**config.mk**
```make
export PLATFORM = sky130hd
export DESIGN_NAME = asc_top
export DESIGN_NICKNAME = d
export VERILOG_FILES = /design/src/verilog/asc_frame_rx.v /design/src/verilog/asc_top.v
export VERILOG_INCLUDE_DIRS = /design/src /design/src/verilog
export SDC_FILE = /design/constraint.sdc
export NUM_CORES = 1
export LEC_CHECK = 0
export BUFFER_PORTS_ARGS = -buffer_cell sky130_fd_sc_hd__buf_2
export CAP_MARGIN = 10
export CORE_AREA = 2 2 129 131
export CTS_CLUSTER_SIZE = 20
export DETAILED_ROUTE_END_ITERATION = 8
export DIE_AREA = 0 0 131 133
export GPL_TIMING_DRIVEN = 1
export PLACE_DENSITY = 0.79
export SETUP_SLACK_MARGIN = 0.1
export SLEW_MARGIN = 20
export SYNTH_ARGS = -nofsm -noshare
export SYNTH_HDL_FRONTEND = slang
export SYNTH_SLANG_ARGS = --single-unit
```
**constraint.sdc**
```tcl
create_clock -name ref_clk_in -period 2.85 [get_ports ref_clk_in]
set_clock_uncertainty 0.1 [all_clocks]
set_input_delay 0.4275 -clock ref_clk_in [delete_from_list [all_inputs] [get_ports ref_clk_in]]
set_output_delay 0.4275 -clock ref_clk_in [all_outputs]
set_load 0.05 [all_outputs]
```
**src/verilog/asc_consts.vh**
```
// Purpose: shared constants of the amplifier setup command decoder
// Assumes: byte-wide command stream, Avalon-MM register slave, byte addresses
// Notes: offsets, field positions, reset values and command codes
`ifndef ASC_CONSTS_VH
`define ASC_CONSTS_VH

`define ASC_SYNC_HI 8'hAA
`define ASC_SYNC_LO 8'h55
`define ASC_PKT_LEN 8'h07

`define ASC_CMD_MODE 8'h21
`define ASC_CMD_ATTEN 8'h23
`define ASC_CMD_TEMP_THR 8'h24
`define ASC_CMD_TEMP_EN 8'h25
`define ASC_CMD_LOW_THR 8'h26
`define ASC_CMD_LOW_EN 8'h27
`define ASC_CMD_HIGH_THR 8'h28
`define ASC_CMD_HIGH_EN 8'h29
`define ASC_CMD_REFL_THR 8'h2A

`define ASC_UNIT_MIN 8'h01
`define ASC_UNIT_MAX 8'h03
`define ASC_ATTEN_MIN 8'h00
`define ASC_ATTEN_MAX 8'h14
`define ASC_TEMP_MIN 8'h28
`define ASC_TEMP_MAX 8'h50
`define ASC_PWR_MIN 8'h10
`define ASC_PWR_MAX 8'h38
`define ASC_FLAG_MAX 8'h01

`define ASC_OFS_STATUS 5'h00
`define ASC_OFS_CLEAR 5'h04
`define ASC_OFS_ENABLE 5'h08
`define ASC_OFS_SYSADDR 5'h0C
`define ASC_OFS_THRESH 5'h10
`define ASC_OFS_STATE 5'h14

`define ASC_EV_ACK 0
`define ASC_EV_NAK 1
`define ASC_EV_FRAME_ERR 2
`define ASC_EV_MODE_CHG 3
`define ASC_EV_W 4

`define ASC_RST_SYSADDR 5'h01
`define ASC_RST_TEMP_THR 8'h46
`define ASC_RST_LOW_THR 8'h10
`define ASC_RST_HIGH_THR 8'h38
`define ASC_RST_REFL_THR 8'h38
`define ASC_RST_ATTEN 8'h00

`endif

```
**src/verilog/asc_frame_rx.v**
```verilog
// Purpose: finds command frames in the byte stream and checks them
// Assumes: one byte per cycle at most, flagged by byte_valid_in
// Notes: fields hold until the next frame body of the right length, checksum good or not
`timescale 1ns/1ps
`default_nettype none
`include "asc_consts.vh"
module asc_frame_rx (
    input wire ref_clk_in,
    input wire reset_n_in,
    input wire [7:0] byte_in,
    input wire byte_valid_in,
    output reg frame_ok_out,
    output reg frame_err_out,
    output reg [7:0] dest_out,
    output reg [7:0] src_out,
    output reg [7:0] cmd_out,
    output reg [7:0] unit_out,
    output reg [7:0] data_out
);
    localparam [1:0] ST_HUNT0 = 2'b00;
    localparam [1:0] ST_HUNT1 = 2'b01;
    localparam [1:0] ST_LEN = 2'b10;
    localparam [1:0] ST_BODY = 2'b11;

    reg [1:0] state;
    reg [2:0] count;
    reg [7:0] sum;

    always @(posedge ref_clk_in or negedge reset_n_in) begin
        if (!reset_n_in) begin
            state <= ST_HUNT0;
            count <= 3'h0;
            sum <= 8'h00;
            frame_ok_out <= 1'b0;
            frame_err_out <= 1'b0;
            dest_out <= 8'h00;
            src_out <= 8'h00;
            cmd_out <= 8'h00;
            unit_out <= 8'h00;
            data_out <= 8'h00;
        end else begin
            frame_ok_out <= 1'b0;
            frame_err_out <= 1'b0;
            if (byte_valid_in) begin
                case (state)
                    ST_HUNT0: begin
                        if (byte_in == `ASC_SYNC_HI) state <= ST_HUNT1;
                    end
                    ST_HUNT1: begin
                        if (byte_in == `ASC_SYNC_LO) state <= ST_LEN;
                        else if (byte_in != `ASC_SYNC_HI) state <= ST_HUNT0;
                    end
                    ST_LEN: begin
                        count <= 3'h0;
                        sum <= byte_in;
                        if (byte_in == `ASC_PKT_LEN) begin
                            state <= ST_BODY;
                        end else begin
                            state <= ST_HUNT0;
                            frame_err_out <= 1'b1;
                        end
                    end
                    default: begin
                        count <= count + 3'h1;
                        sum <= sum + byte_in;
                        case (count)
                            3'h0: dest_out <= byte_in;
                            3'h1: src_out <= byte_in;
                            3'h2: cmd_out <= byte_in;
                            3'h3: unit_out <= byte_in;
                            3'h4: data_out <= byte_in;
                            default: begin
                                state <= ST_HUNT0;
                                frame_ok_out <= (byte_in == sum);
                                frame_err_out <= (byte_in != sum);
                            end
                        endcase
                    end
                endcase
            end
        end
    end
endmodule
`default_nettype wire

```
**src/verilog/asc_top.v**
```verilog
// Purpose: decodes and applies setup commands, monitors power and temperature
// Assumes: inputs synchronous to ref_clk_in; measurements are unsigned bytes
// Notes: responses are one-cycle pulses; registers on Avalon-MM
`timescale 1ns/1ps
`default_nettype none
`include "asc_consts.vh"
module asc_top #(
    parameter [7:0] UNIT_ID = 8'h01,
    parameter REFL_OPTION = 1
) (
    input wire ref_clk_in,
    input wire reset_n_in,
    input wire [7:0] rx_byte_in,
    input wire rx_valid_in,
    input wire parallel_port_enable_switch_in,
    input wire [7:0] temp_meas_in,
    input wire [7:0] fwd_power_in,
    input wire [7:0] refl_power_in,
    input wire overtemp_trip_in,
    input wire [4:0] avs_address_in,
    input wire avs_read_in,
    input wire avs_write_in,
    input wire [31:0] avs_writedata_in,
    input wire [3:0] avs_byteenable_in,
    output reg [31:0] avs_readdata_out,
    output reg avs_waitrequest_out,
    output reg irq_out,
    output reg resp_ack_out,
    output reg resp_nak_out,
    output reg [7:0] resp_cmd_out,
    output reg [7:0] resp_dest_out,
    output reg [7:0] resp_unit_out,
    output reg [7:0] atten_level_out,
    output reg operations_mode_sel_out,
    output reg high_temp_out,
    output reg low_power_out,
    output reg high_power_out,
    output reg refl_high_out,
    output reg overtemp_shutdown_out,
    output reg rf_out_led_out,
    output reg summary_fault_out
);
    wire frm_ok;
    wire frm_err;
    wire [7:0] frm_dest;
    wire [7:0] frm_src;
    wire [7:0] frm_cmd;
    wire [7:0] frm_unit;
    wire [7:0] frm_data;

    reg [4:0] sys_addr;
    reg setup_mode;
    reg [7:0] temp_thr;
    reg [7:0] low_thr;
    reg [7:0] high_thr;
    reg [7:0] refl_thr;
    reg temp_fault_en;
    reg low_fault_en;
    reg high_fault_en;
    reg [`ASC_EV_W-1:0] status;
    reg [`ASC_EV_W-1:0] irq_en;

    reg next_setup_mode;
    reg [7:0] next_atten;
    reg [7:0] next_temp_thr;
    reg [7:0] next_low_thr;
    reg [7:0] next_high_thr;
    reg [7:0] next_refl_thr;
    reg next_temp_fault_en;
    reg next_low_fault_en;
    reg next_high_fault_en;
    reg next_ack;
    reg next_nak;
    reg next_mode_chg;
    reg [`ASC_EV_W-1:0] events;
    reg [`ASC_EV_W-1:0] clr_mask;
    reg [`ASC_EV_W-1:0] next_status;
    reg [31:0] rd_word;

    wire for_us;
    wire unit_ok;
    wire hi_temp;
    wire lo_pwr;
    wire hi_pwr;
    wire hi_refl;
    wire wr_go;

    function in_range;
        input [7:0] value;
        input [7:0] lo;
        input [7:0] hi;
        begin
            in_range = (value >= lo) && (value <= hi);
        end
    endfunction

    asc_frame_rx u_frame_rx (
        .ref_clk_in(ref_clk_in),
        .reset_n_in(reset_n_in),
        .byte_in(rx_byte_in),
        .byte_valid_in(rx_valid_in),
        .frame_ok_out(frm_ok),
        .frame_err_out(frm_err),
        .dest_out(frm_dest),
        .src_out(frm_src),
        .cmd_out(frm_cmd),
        .unit_out(frm_unit),
        .data_out(frm_data)
    );

    // frames for another system address or another unit in range 1 to 3 are dropped silently
    assign for_us = frm_ok && (frm_dest == {3'b000, sys_addr});
    assign unit_ok = in_range(frm_unit, `ASC_UNIT_MIN, `ASC_UNIT_MAX);

    always @* begin
        next_setup_mode = setup_mode;
        next_atten = atten_level_out;
        next_temp_thr = temp_thr;
        next_low_thr = low_thr;
        next_high_thr = high_thr;
        next_refl_thr = refl_thr;
        next_temp_fault_en = temp_fault_en;
        next_low_fault_en = low_fault_en;
        next_high_fault_en = high_fault_en;
        next_ack = 1'b0;
        next_nak = 1'b0;
        next_mode_chg = 1'b0;
        if (for_us && !unit_ok) begin
            next_nak = 1'b1;
        end else if (for_us && (frm_unit == UNIT_ID)) begin
            next_nak = 1'b1;
            if (frm_cmd == `ASC_CMD_MODE) begin
                if (in_range(frm_data, 8'h00, `ASC_FLAG_MAX)) begin
                    next_setup_mode = frm_data[0];
                    next_mode_chg = (frm_data[0] != setup_mode);
                    next_ack = 1'b1;
                end
            end else if (frm_cmd == `ASC_CMD_ATTEN) begin
                if (!parallel_port_enable_switch_in &&
                    in_range(frm_data, `ASC_ATTEN_MIN, `ASC_ATTEN_MAX)) begin
                    next_atten = frm_data;
                    next_ack = 1'b1;
                end
            end else if (setup_mode) begin
                if (frm_cmd == `ASC_CMD_TEMP_THR) begin
                    if (in_range(frm_data, `ASC_TEMP_MIN, `ASC_TEMP_MAX)) begin
                        next_temp_thr = frm_data;
                        next_ack = 1'b1;
                    end
                end else if (frm_cmd == `ASC_CMD_TEMP_EN) begin
                    if (in_range(frm_data, 8'h00, `ASC_FLAG_MAX)) begin
                        next_temp_fault_en = frm_data[0];
                        next_ack = 1'b1;
                    end
                end else if (frm_cmd == `ASC_CMD_LOW_THR) begin
                    if (in_range(frm_data, `ASC_PWR_MIN, `ASC_PWR_MAX)) begin
                        next_low_thr = frm_data;
                        next_ack = 1'b1;
                    end
                end else if (frm_cmd == `ASC_CMD_LOW_EN) begin
                    if (in_range(frm_data, 8'h00, `ASC_FLAG_MAX)) begin
                        next_low_fault_en = frm_data[0];
                        next_ack = 1'b1;
                    end
                end else if (frm_cmd == `ASC_CMD_HIGH_THR) begin
                    if (in_range(frm_data, `ASC_PWR_MIN, `ASC_PWR_MAX)) begin
                        next_high_thr = frm_data;
                        next_ack = 1'b1;
                    end
                end else if (frm_cmd == `ASC_CMD_HIGH_EN) begin
                    if (in_range(frm_data, 8'h00, `ASC_FLAG_MAX)) begin
                        next_high_fault_en = frm_data[0];
                        next_ack = 1'b1;
                    end
                end else if (frm_cmd == `ASC_CMD_REFL_THR) begin
                    if ((REFL_OPTION != 0) &&
                        in_range(frm_data, `ASC_PWR_MIN, `ASC_PWR_MAX)) begin
                        next_refl_thr = frm_data;
                        next_ack = 1'b1;
                    end
                end
            end
            if (next_ack) next_nak = 1'b0;
        end
    end

    always @(posedge ref_clk_in or negedge reset_n_in) begin
        if (!reset_n_in) begin
            setup_mode <= 1'b0;
            atten_level_out <= `ASC_RST_ATTEN;
            temp_thr <= `ASC_RST_TEMP_THR;
            low_thr <= `ASC_RST_LOW_THR;
            high_thr <= `ASC_RST_HIGH_THR;
            refl_thr <= `ASC_RST_REFL_THR;
            temp_fault_en <= 1'b0;
            low_fault_en <= 1'b0;
            high_fault_en <= 1'b0;
            resp_ack_out <= 1'b0;
            resp_nak_out <= 1'b0;
            resp_cmd_out <= 8'h00;
            resp_dest_out <= 8'h00;
            resp_unit_out <= 8'h00;
            operations_mode_sel_out <= 1'b1;
        end else begin
            setup_mode <= next_setup_mode;
            operations_mode_sel_out <= !next_setup_mode;
            atten_level_out <= next_atten;
            temp_thr <= next_temp_thr;
            low_thr <= next_low_thr;
            high_thr <= next_high_thr;
            refl_thr <= next_refl_thr;
            temp_fault_en <= next_temp_fault_en;
            low_fault_en <= next_low_fault_en;
            high_fault_en <= next_high_fault_en;
            resp_ack_out <= next_ack;
            resp_nak_out <= next_nak;
            if (next_ack || next_nak) begin
                resp_cmd_out <= frm_cmd;
                resp_dest_out <= frm_src;
                resp_unit_out <= frm_unit;
            end
        end
    end

    // monitoring against the stored thresholds
    assign hi_temp = temp_meas_in > temp_thr;
    assign lo_pwr = fwd_power_in < low_thr;
    assign hi_pwr = fwd_power_in > high_thr;
    assign hi_refl = (REFL_OPTION != 0) && (refl_power_in > refl_thr);

    always @(posedge ref_clk_in or negedge reset_n_in) begin
        if (!reset_n_in) begin
            high_temp_out <= 1'b0;
            low_power_out <= 1'b0;
            high_power_out <= 1'b0;
            refl_high_out <= 1'b0;
            rf_out_led_out <= 1'b0;
            summary_fault_out <= 1'b0;
            overtemp_shutdown_out <= 1'b0;
        end else begin
            high_temp_out <= hi_temp;
            low_power_out <= lo_pwr;
            high_power_out <= hi_pwr;
            refl_high_out <= hi_refl;
            rf_out_led_out <= !lo_pwr;
            summary_fault_out <= (hi_temp && temp_fault_en) ||
                                 (lo_pwr && low_fault_en) ||
                                 (hi_pwr && high_fault_en);
            // trip latches; recovery once back at or below threshold
            if (overtemp_trip_in) overtemp_shutdown_out <= 1'b1;
            else if (!hi_temp) overtemp_shutdown_out <= 1'b0;
        end
    end

    // register slave: one wait cycle, then a one-cycle answer
    assign wr_go = avs_write_in && !avs_waitrequest_out;

    always @* begin
        events = {`ASC_EV_W{1'b0}};
        events[`ASC_EV_ACK] = next_ack;
        events[`ASC_EV_NAK] = next_nak;
        events[`ASC_EV_FRAME_ERR] = frm_err;
        events[`ASC_EV_MODE_CHG] = next_mode_chg;
        clr_mask = {`ASC_EV_W{1'b0}};
        if (wr_go && (avs_address_in == `ASC_OFS_CLEAR) && avs_byteenable_in[0])
            clr_mask = avs_writedata_in[`ASC_EV_W-1:0];
        // a new event wins over a clear in the same cycle
        next_status = (status & ~clr_mask) | events;
    end

    always @* begin
        rd_word = 32'h0000_0000;
        if (avs_address_in == `ASC_OFS_STATUS) begin
            rd_word[`ASC_EV_W-1:0] = status;
        end else if (avs_address_in == `ASC_OFS_ENABLE) begin
            rd_word[`ASC_EV_W-1:0] = irq_en;
        end else if (avs_address_in == `ASC_OFS_SYSADDR) begin
            rd_word[4:0] = sys_addr;
        end else if (avs_address_in == `ASC_OFS_THRESH) begin
            rd_word = {refl_thr, high_thr, low_thr, temp_thr};
        end else if (avs_address_in == `ASC_OFS_STATE) begin
            rd_word[7:0] = atten_level_out;
            rd_word[8] = setup_mode;
            rd_word[9] = temp_fault_en;
            rd_word[10] = low_fault_en;
            rd_word[11] = high_fault_en;
            rd_word[12] = overtemp_shutdown_out;
            rd_word[13] = summary_fault_out;
            rd_word[14] = parallel_port_enable_switch_in;
        end
    end

    always @(posedge ref_clk_in or negedge reset_n_in) begin
        if (!reset_n_in) begin
            avs_waitrequest_out <= 1'b1;
            avs_readdata_out <= 32'h0000_0000;
            status <= {`ASC_EV_W{1'b0}};
            irq_en <= {`ASC_EV_W{1'b0}};
            sys_addr <= `ASC_RST_SYSADDR;
            irq_out <= 1'b0;
        end else begin
            if ((avs_read_in || avs_write_in) && avs_waitrequest_out)
                avs_waitrequest_out <= 1'b0;
            else
                avs_waitrequest_out <= 1'b1;
            if (avs_read_in && avs_waitrequest_out)
                avs_readdata_out <= rd_word;
            status <= next_status;
            if (wr_go && avs_byteenable_in[0]) begin
                if (avs_address_in == `ASC_OFS_ENABLE)
                    irq_en <= avs_writedata_in[`ASC_EV_W-1:0];
                else if (avs_address_in == `ASC_OFS_SYSADDR)
                    sys_addr <= avs_writedata_in[4:0];
            end
            irq_out <= |(next_status & irq_en);
        end
    end
endmodule
`default_nettype wire

```
==> flow_summary.toml, run 1 <==
[run_status]
status = "finished, final reports clean"

[floorplan]
pin_count = 156
dieArea_mm2 = 0.0174
fp.dieH_um = 133
die_x_um = 131
initial_core_util = 0.548
row_count = 47
design.core.area_mm2 = 0.0162

[worst_setup_path]
end_kind = "flip-flop"
start_kind = "flip-flop"
crit_end = "setup_mode"
crit_type = "flip-flop to flip-flop"
required_ns = 3.07
slowest_delay_ns = 0.54
worst_path_max_delay_cell = "or4_1"
reg2reg_from = "u_frame_rx.unit_out[3]"
crit_chain = "or4_1 -> nor3_1 -> buf_4 -> and4_1 -> and2b_1 -> nor2b_2 -> nand2_1 -> mux2_2"
critPathArrivalTime_ns = 2.83
crit_family = "simple AND/OR/NAND/NOR gates"
ff2ff_setup_slack_ns = 0.24
cp_max_fo = 5
crit_cells = 8
cp_num_buf_inv = 1
crit_start = "u_frame_rx.unit_out[3]"
worstRegToRegCells = 8
r2r_end = "setup_mode"

[global_routing]
track_usage = 0.248
met1_usage = 0.338
overflow = 0
met2_usage = 0.387
grt_pass1_wl_um = 33300
gr-usage-met3 = 0.0562
first_global_vias = 6494
grt_max_degree = 66
grt-busiest-layer = "met2"
antenna_found_initial = 0

[synth]
synthArstFlopShare = 1.00
yosysWarningCount = 0
synth_seq_cells = 180
yosys-mux-area-fraction = 0.133
yosysSeqAreaShare = 0.510
synthAdderAreaFrac = 0.0701
synth_compound_area_frac = 0.112
synth_most_common_cell = "dfrtp_1"
synth_edf_count = 0
synth_simple_gate_area_share = 0.127
synth_commonest_cells = "dfrtp_1 (167), nand2_1 (93), mux2_2 (83)"
yosysTopAreaCellShare = 0.472
synth_xor_area_frac = 0.0109
synth_top_area_cell = "dfrtp_1"
netlist-cell-type-count = 64
synth.area.top_cells = "dfrtp_1 (47%), mux2_2 (11%), ha_1 (6.8%)"
synth_area_per_cell_um2 = 11.0
syn_nets = 935
netlist_area_mm2 = 0.00886
synth_flop_cell = "dfrtp_1"
syn_inst = 806
synth_top_family_by_area = "multiplexers"

[layout]
largest_reg_flops = 32
num_antenna_cells = 0
top_register = "avs_readdata_out"
drive_above_1_share = 0.312
stdcell_count = 1171
stdcell_area_mm2 = 0.0105
fin_nets = 1067
area_growth_syn_to_layout_pct = 18.1

[clock_tree]
clk_path_buf_depth = 2
clock-root-buffer = "clkbuf_16"
clk_latency_ns = 0.43
clock_sinks = 180
path_clk_slew_ns = 0.07
post_cts_buffers = 0
numCtsBuffers = 17
cts_tree = "yes"
cts_max_level = 4

[sta]
hold_viol = 0
setup_viol = 0
tightest_slew_ns = 0.719
finalCritPeriodShare = 0.917
slew_headroom = 0.514
grt_setup_unrepaired = "no"
clock.fmax_ghz = 0.383
setup_tns_ns = 0
finalCriticalPeriod_ns = 2.61
fin_ws_ns = 0.236
drv_slew = 0

[detailed_routing]
wl_um = 20600
routedWlPerCell_um = 17.6
drc = 0
vias = 6596
ant_nets = 0
vias_per_cell = 5.63
drt-pass1-iter-count = 5
dr.first_iter.drc_count = 511

[placement]
dp_hpwl_um = 14400
gp_congestion = 0.866
dpl_worst_slack_ns = -0.191
dpl.cell_count = 1138
dpl_cell_area_mm2 = 0.00980
portBuffers = 125

[power]
p_clk_frac = 0.403
power_w = 0.00621
switching_share = 0.271
ir_drop_uv = 599
p_sw_w = 0.00168
power.density_mw_per_mm2 = 593
power_frac_seq = 0.445
p_leak_nw = 5.22
internal-power_w = 0.00452
p_comb_frac = 0.152

[job]
drv_cap = 0

[hold_path]
hold_path.class = "primary input to flip-flop"
[final cells by class]
cell class | instances | area, um^2
Clock inverter | 15 | 200
Clock buffer | 17 | 425
Fill cell | 1254 | 5710
Tap cell | 220 | 275
Multi-Input combinational cell | 544 | 4030
Sequential cell | 180 | 4520
Timing Repair Buffer | 148 | 832
Inverter | 47 | 176
[worst min-delay path by stage]
stage | depth (start not counted) | slack, ns | endpoint | startpoint
2_1_floorplan | 0 | 0.03 | atten_level_out[0] | reset_n_in
3_3_place_gp | 1 | 0.34 | status[2] | u_frame_rx.frame_err_out
3_5_place_dp | 1 | 0.35 | status[2] | u_frame_rx.frame_err_out
4_1_cts | 2 | 0.03 | avs_waitrequest_out | avs_read_in
5_1_grt | 2 | 0.04 | avs_waitrequest_out | avs_read_in
6_report | 2 | 0.04 | avs_waitrequest_out | avs_read_in
[cells by family (layout without fill, tap and decap cells)]
family | Yosys count | in the layout
xor+xnor | 11 | 11
simple gates | 225 | 225
mux | 101 | 101
flops | 180 | 180
compound gates | 158 | 158
buf+inv | 82 | 227
fa+ha+maj | 49 | 49
[metal layers]
layer / vias up / share of wire
li1: 3101 / -
met1: 3248 / 0.44
met2: 204 / 0.48
met3: 43 / 0.057
met4: 0 / 0.024
met5: - / 0
[timing repair]
| item | in CTS | in global routing |
|---|---|---|
| gates resized for setup | 3 | 2 |
| hold buffers | 1 | 0 |
| endpoints found under the setup margin | 10 | 18 |
| endpoints found under the hold margin | 62 | 0 |
| pin swaps | 0 | 1 |
[worst register-to-register path, delay by kind of cell (launching register included)]
family,cells,cell delay [ns]
buffers and inverters,1,0.18
DFF,1,0.39
muxes,1,0.29
and+or+nand+nor,6,1.54
[cell usage in the layout, fill, tap and decap left out, drive strengths merged, types with 3 or more instances in the layout]
cell type    n
clkinv       6
o31a         3
mux2i        6
buf        147
dfrtp      167
and3         7
nand4        6
nor4         7
mux2        95
nor2        30
nand2b       8
nand3       18
o41ai        3
or3          4
a21o        16
a221oi       3
a22oi       14
dfstp       13
nand2       94
nor2b       13
o21ai       65
clkbuf      17
ha          48
a31oi        3
o211ai       5
bufinv       4
inv         52
and2         7
o21a         5
a21oi       23
a211oi       3
xor2         8
xnor2        3
nor3        12
o31ai        3
[through the flow]
step	hold WS (ns)	util
after floorplan	0.0319	-
after global placement	0.335	0.606
after detailed placement	0.347	0.606
after CTS	0.0290	0.646
after global routing	0.0413	0.647
final	0.0413	0.647
[power by group through the flow]
| stage | sequential [W] | combinational [W] | clock, W |
|---|---|---|---|
| floorplan | 0.00283 | 0.000617 | 0 |
| global placement | 0.00280 | 0.000898 | 0 |
| detailed placement | 0.00280 | 0.000926 | 0 |
| CTS | 0.00276 | 0.000945 | 0.00254 |
| global route | 0.00277 | 0.00108 | 0.00266 |
| finish | 0.00276 | 0.000945 | 0.00250 |
Power figures use the tool's default switching activity.
==> run 2, diff against run 1 <==
CORE_AREA = 2 2 134 136   (was 2 2 129 131)
CTS_CLUSTER_SIZE = 28   (was 20)
DIE_AREA = 0 0 136 138   (was 0 0 131 133)
PLACE_DENSITY = 0.86   (was 0.79)
==> run 2 against run 1 <==
Via count is 2.5% higher. Critical path depth is 1 higher. Power is 3.8% lower. Sequential share of layout area hardly changed. Worst hold slack worse by 0.0088 ns. Register-to-register slack hardly changed. Sequential power hardly changed. Critical endpoint is now irq_out.
==> flow_summary.toml, run 2 (same netlist as run 1, synthesis figures left out) <==
[run_status]
status = "finished, final reports clean"

[layout]
fin_nets = 1071
stdcell_count = 1185
final_cell_mix = "dfrtp_1 (167), buf_2 (124), nand2_1 (93), mux2_2 (83), o21ai_0 (65)"
stdcell_area_mm2 = 0.0105
area_growth_syn_to_layout_pct = 18.1
fill_cells = 1388
largest_reg_flops = 32
drive_above_1_share = 0.315
top_register = "avs_readdata_out"
final_common_cell = "dfrtp_1"
fin_util = 0.597

[power]
p_sw_w = 0.00176
switching_share = 0.295
p_comb_frac = 0.159
power.density_mw_per_mm2 = 571
p_clk_frac = 0.378
power_w = 0.00597
power_frac_seq = 0.463
ir_drop_uv = 454
p_leak_nw = 5.20
internal-power_w = 0.00421

[worst_setup_path]
start_kind = "flip-flop"
worstRegToRegCells = 9
crit_start = "u_frame_rx.cmd_out[4]"
cp_max_fo = 5
required_ns = 3.11
reg2reg_from = "u_frame_rx.cmd_out[4]"
critPathArrivalTime_ns = 2.89
end_kind = "flip-flop"
crit_type = "flip-flop to flip-flop"

[detailed_routing]
dr.first_iter.drc_count = 400
wl_met1_um = 8820
wl_met3_um = 1580
vias = 6759
drc = 0
drt-pass1-iter-count = 5
ant_nets = 0
routedWlPerCell_um = 17.9
top_layer = "met4"
met2WireLength_um = 10400
wl_um = 21200
vias_per_cell = 5.70

[clock_tree]
path_clk_slew_ns = 0.08
clk_latency_ns = 0.44
cts_tree = "yes"
clock-root-buffer = "clkbuf_16"
clock_sinks = 180
clk_path_buf_depth = 2
cts_max_level = 4
numCtsBuffers = 17

[sta]
grt_setup_unrepaired = "no"
tightest_slew_ns = 0.756
clock.fmax_ghz = 0.381
hold_viol = 0
fin_ws_ns = 0.222
finalCritPeriodShare = 0.922
slew_headroom = 0.490
setup_viol = 0
finalCriticalPeriod_ns = 2.63
drv_slew = 0

[placement]
dp_hpwl_um = 15300
dpl_cell_area_mm2 = 0.00983
portBuffers = 125
dpl_worst_slack_ns = -0.201
gp_congestion = 0.894
dpl.cell_count = 1149

[floorplan]
die_x_um = 136
dieArea_mm2 = 0.0188
design.core.area_mm2 = 0.0175
row_count = 49
initial_core_util = 0.505
pin_count = 156
fp.dieH_um = 138

[global_routing]
grt_max_degree = 71
antenna_found_initial = 1
grt_pass1_wl_um = 34000
first_global_vias = 6750
overflow = 0
track_usage = 0.232

[hold_path]
hp-start = "avs_read_in"
hold_depth = 2
hold_path.class = "primary input to flip-flop"

[job]
drv_cap = 0
[run 2: changes by cell type in the layout (fill, tap and decap cells not counted), sizes merged]
cell,previous run,this run
buf,147,151
bufinv,4,0
inv,52,55
diode,0,1
clkinvlp,0,1
[run 2: metrics by stage]
stage | setup TNS (ns) | hold WS, ns
floorplan | 0 | 0.0319
global placement | -0.515 | 0.357
detailed placement | -1.06 | 0.361
CTS | 0 | 0.0255
global route | 0 | 0.0427
finish | 0 | 0.0325
[run 2: cell type report]
class                      instances  area (um^2)  share of cell area
antenna                            1         2.50            0.000239
clock buffer                      17          425              0.0407
clock inverter                    15          144              0.0138
inverter                          47          176              0.0169
multi-input combinational        544         4050               0.387
sequential                       180         4520               0.432
tap                              229          287              0.0274
timing repair buffer             152          862              0.0824
[run 2: power by group through the flow]
stage | sequential [W] | clock, W | combinational, W
final | 0.00276 | 0.00226 | 0.000950
after global routing | 0.00278 | 0.00239 | 0.00107
after CTS | 0.00276 | 0.00229 | 0.000947
after detailed placement | 0.00281 | 0 | 0.000934
after global placement | 0.00280 | 0 | 0.000895
after floorplan | 0.00283 | 0 | 0.000617
[run 2: worst paths after layout]
path	slack [ns]	endpoint
min in group asynchronous	0.46	avs_readdata_out[20]
hold / removal	0.03	avs_waitrequest_out
setup reg to reg	0.22	irq_out
max in group asynchronous	1.40	high_thr[4]
hold reg to reg	0.36	status[2]
setup / recovery	0.22	irq_out
[run 2: layer usage]
metal  up-vias  track usage
met5         -            0
met4         0       0.0883
met3        46       0.0594
met2       283        0.380
met1      3311        0.295
li1       3119            -
[run 2: worst max-delay path: stages (launching register included)]
cell	delay (ns)
dfrtp_1	0.39
or4b_1	0.58
buf_4	0.18
nor2_1	0.18
buf_4	0.16
a21o_1	0.11
nand4_1	0.15
and2_1	0.22
or3b_1	0.37
o211ai_1	0.10
[run 2: timing repair]
item                                    4_1_cts  5_1_grt
buffers inserted                              2        0
hold endpoints to repair                     61        0
hold buffers                                  1        0
pin swaps                                     1        2
resized for setup                             2        5
endpoints found under the setup margin       15       25
==> run 3, diff against run 2 <==
CELL_PAD_IN_SITES_DETAIL_PLACEMENT = 2   (was not set)
CELL_PAD_IN_SITES_GLOBAL_PLACEMENT = 2   (was not set)
CORE_AREA = 2 2 161 163   (was 2 2 134 136)
DIE_AREA = 0 0 163 165   (was 0 0 136 138)
PLACE_DENSITY = 0.9   (was 0.86)
SYNTH_HIERARCHICAL = 1   (was not set)
==> run 3 against run 2 <==
Worst setup slack lost 0.024 ns. Power shrank 6.3%. Utilization decreased by 17 points. Wire length grew 47%. Die area up 43%. Critical path type unchanged. Largest power group unchanged. Highest routed layer is now met5.
==> flow_summary.toml, run 3 <==
[worst_setup_path]
critPathArrivalTime_ns = 2.88
slowest_delay_ns = 0.58
crit_chain = "or4b_1 -> nor4_4 -> and3_4 -> nand4_1 -> nor2_2 -> buf_12 -> mux2_2"
reg2reg_from = "u_frame_rx/dest_out[7]"
cp_max_fo = 8
crit_type = "flip-flop to flip-flop"
crit_start = "u_frame_rx/dest_out[7]"
required_ns = 3.08
worst_path_max_delay_cell = "or4b_1"
start_kind = "flip-flop"
end_kind = "flip-flop"

[detailed_routing]
drc = 0
vias_per_cell = 5.49
ant_nets = 0
dr.first_iter.drc_count = 349
wl_um = 31100
drt-pass1-iter-count = 4
vias = 7051
routedWlPerCell_um = 24.2

[layout]
fin_nets = 1066
drive_above_1_share = 0.331
top_register = "avs_readdata_out"
final_common_cell = "dfrtp_1"
final_cell_mix = "dfrtp_1 (167), buf_2 (124), nand2_1 (99), mux2_2 (81), o21ai_0 (61)"
stdcell_area_mm2 = 0.0107
num_antenna_cells = 0
largest_reg_flops = 32
area_growth_syn_to_layout_pct = 19.9

[synth]
synthArstFlopShare = 1.00
synth_area_per_cell_um2 = 11.0
syn_nets = 931
netlist_area_mm2 = 0.00889
synth_seq_cells = 180
syn_inst = 807
synth_flop_cell = "dfrtp_1"
netlist-cell-type-count = 75
yosysWarningCount = 6
synth_commonest_cells = "dfrtp_1 (167), nand2_1 (99), mux2_2 (81)"
synth_edf_count = 0
yosysSeqAreaShare = 0.509
yosysTopAreaCellShare = 0.470
synth_most_common_cell = "dfrtp_1"
synth.area.top_cells = "dfrtp_1 (47%), mux2_2 (10%), ha_1 (6.1%)"
synth_top_area_cell = "dfrtp_1"

[floorplan]
fp.dieH_um = 165
pin_count = 156
row_count = 58
die_x_um = 163
design.core.area_mm2 = 0.0250
initial_core_util = 0.355
dieArea_mm2 = 0.0269

[sta]
drv_slew = 0
tightest_slew_ns = 0.694
grt_setup_unrepaired = "no"
setup_tns_ns = 0
slew_headroom = 0.525
finalCritPeriodShare = 0.930
finalCriticalPeriod_ns = 2.65
hold_viol = 0
clock.fmax_ghz = 0.377
setup_viol = 0

[clock_tree]
path_clk_slew_ns = 0.08
cts_tree = "yes"
clock-root-buffer = "clkbuf_16"
cts_max_level = 4
clk_path_buf_depth = 2
numCtsBuffers = 17
clock_sinks = 180
clk_latency_ns = 0.45

[hold_path]
hp-start = "avs_write_in"
hold_path.class = "primary input to flip-flop"

[placement]
gp_congestion = 0.834
dpl_cell_area_mm2 = 0.00998
portBuffers = 125
dp_hpwl_um = 21700

[power]
ir_drop_uv = 330
p_leak_nw = 5.26
power.density_mw_per_mm2 = 525

[global_routing]
grt_max_degree = 66
track_usage = 0.238
first_global_vias = 7939
antenna_found_initial = 1
grt_pass1_wl_um = 47700
overflow = 0

[job]
drv_cap = 0

[run_status]
status = "finished, final reports clean"
[run 3: timing repair]
| action | CTS | global route |
|---|---|---|
| setup endpoints to repair | 28 | 30 |
| pin swaps | 4 | 1 |
| gates resized for setup | 6 | 4 |
| endpoints found under the hold margin | 61 | 0 |
| hold buffers | 1 | 0 |
| buffers inserted | 1 | 0 |
[run 3: metal layers]
metal	vias to the layer above	track usage	wire [um]
met5	-	0	13
met4	2	0.0873	812
met3	53	0.0445	1320
met2	198	0.448	16800
met1	3678	0.267	12200
li1	3120	-	-
[run 3: cell type report]
type                       count  area (um^2)
clock buffer                  17          425
sequential                   180         4520
inverter                      46          173
multi-input combinational    551         4090
timing repair buffer         146          842
tap                          330          413
clock inverter                15          193
fill                        2643        14400
[run 3: final timing paths]
| kind | to | cells past startpoint | slack, ns |
|---|---|---|---|
| max | refl_thr[0] | 7 | 0.20 |
| min | avs_waitrequest_out | 2 | 0.05 |
| max reg2reg | refl_thr[0] | 7 | 0.20 |
| min reg2reg | avs_readdata_out[16] | 2 | 0.38 |
| max in group asynchronous | temp_thr[6] | 3 | 1.38 |
| min in group asynchronous | avs_readdata_out[19] | 2 | 0.43 |
[run 3: kinds of logic (layout without fill, tap and decap cells)]
kind of cell,after synthesis,count (layout),share of synthesized area
xor gates and xnor gates,7,7,0.00690
AOI/OAI and AO/OA,158,158,0.111
DFF,180,180,0.509
adders and majority gates,44,44,0.0628
and+or+nand+nor,240,240,0.139
muxes,102,102,0.135
buffers and inverters,76,224,0.0363
[run 3: report_power, final]
| part | internal, W | switching [W] |
|---|---|---|
| logic | 0.000141 | 0.000313 |
| registers | 0.00260 | 0.0000431 |
| clock network | 0.00134 | 0.00116 |
| total | 0.00407 | 0.00152 |
[run 3: critical path: cells and delay by family (launching register included)]
family	cells	cell delay, ns
and+or+nand+nor	5	1.52
buffers and inverters	1	0.15
muxes	1	0.35
DFF	1	0.41
[run 3: per-stage QoR]
stage / power (W) / hold WS [ns] / setup WS (ns) / instances / utilization
global placement: 0.00310 / 0.348 / 0.125 / 1251 / 0.399
CTS: 0.00565 / 0.0373 / 0.106 / 1285 / 0.425
floorplan: 0.00291 / 0.0319 / 0.294 / 807 / -
global route: 0.00580 / 0.0355 / 0.0867 / 1285 / 0.426
detailed placement: 0.00313 / 0.366 / -0.0336 / 1251 / 0.399
finish: 0.00559 / 0.0525 / 0.198 / 1285 / 0.426
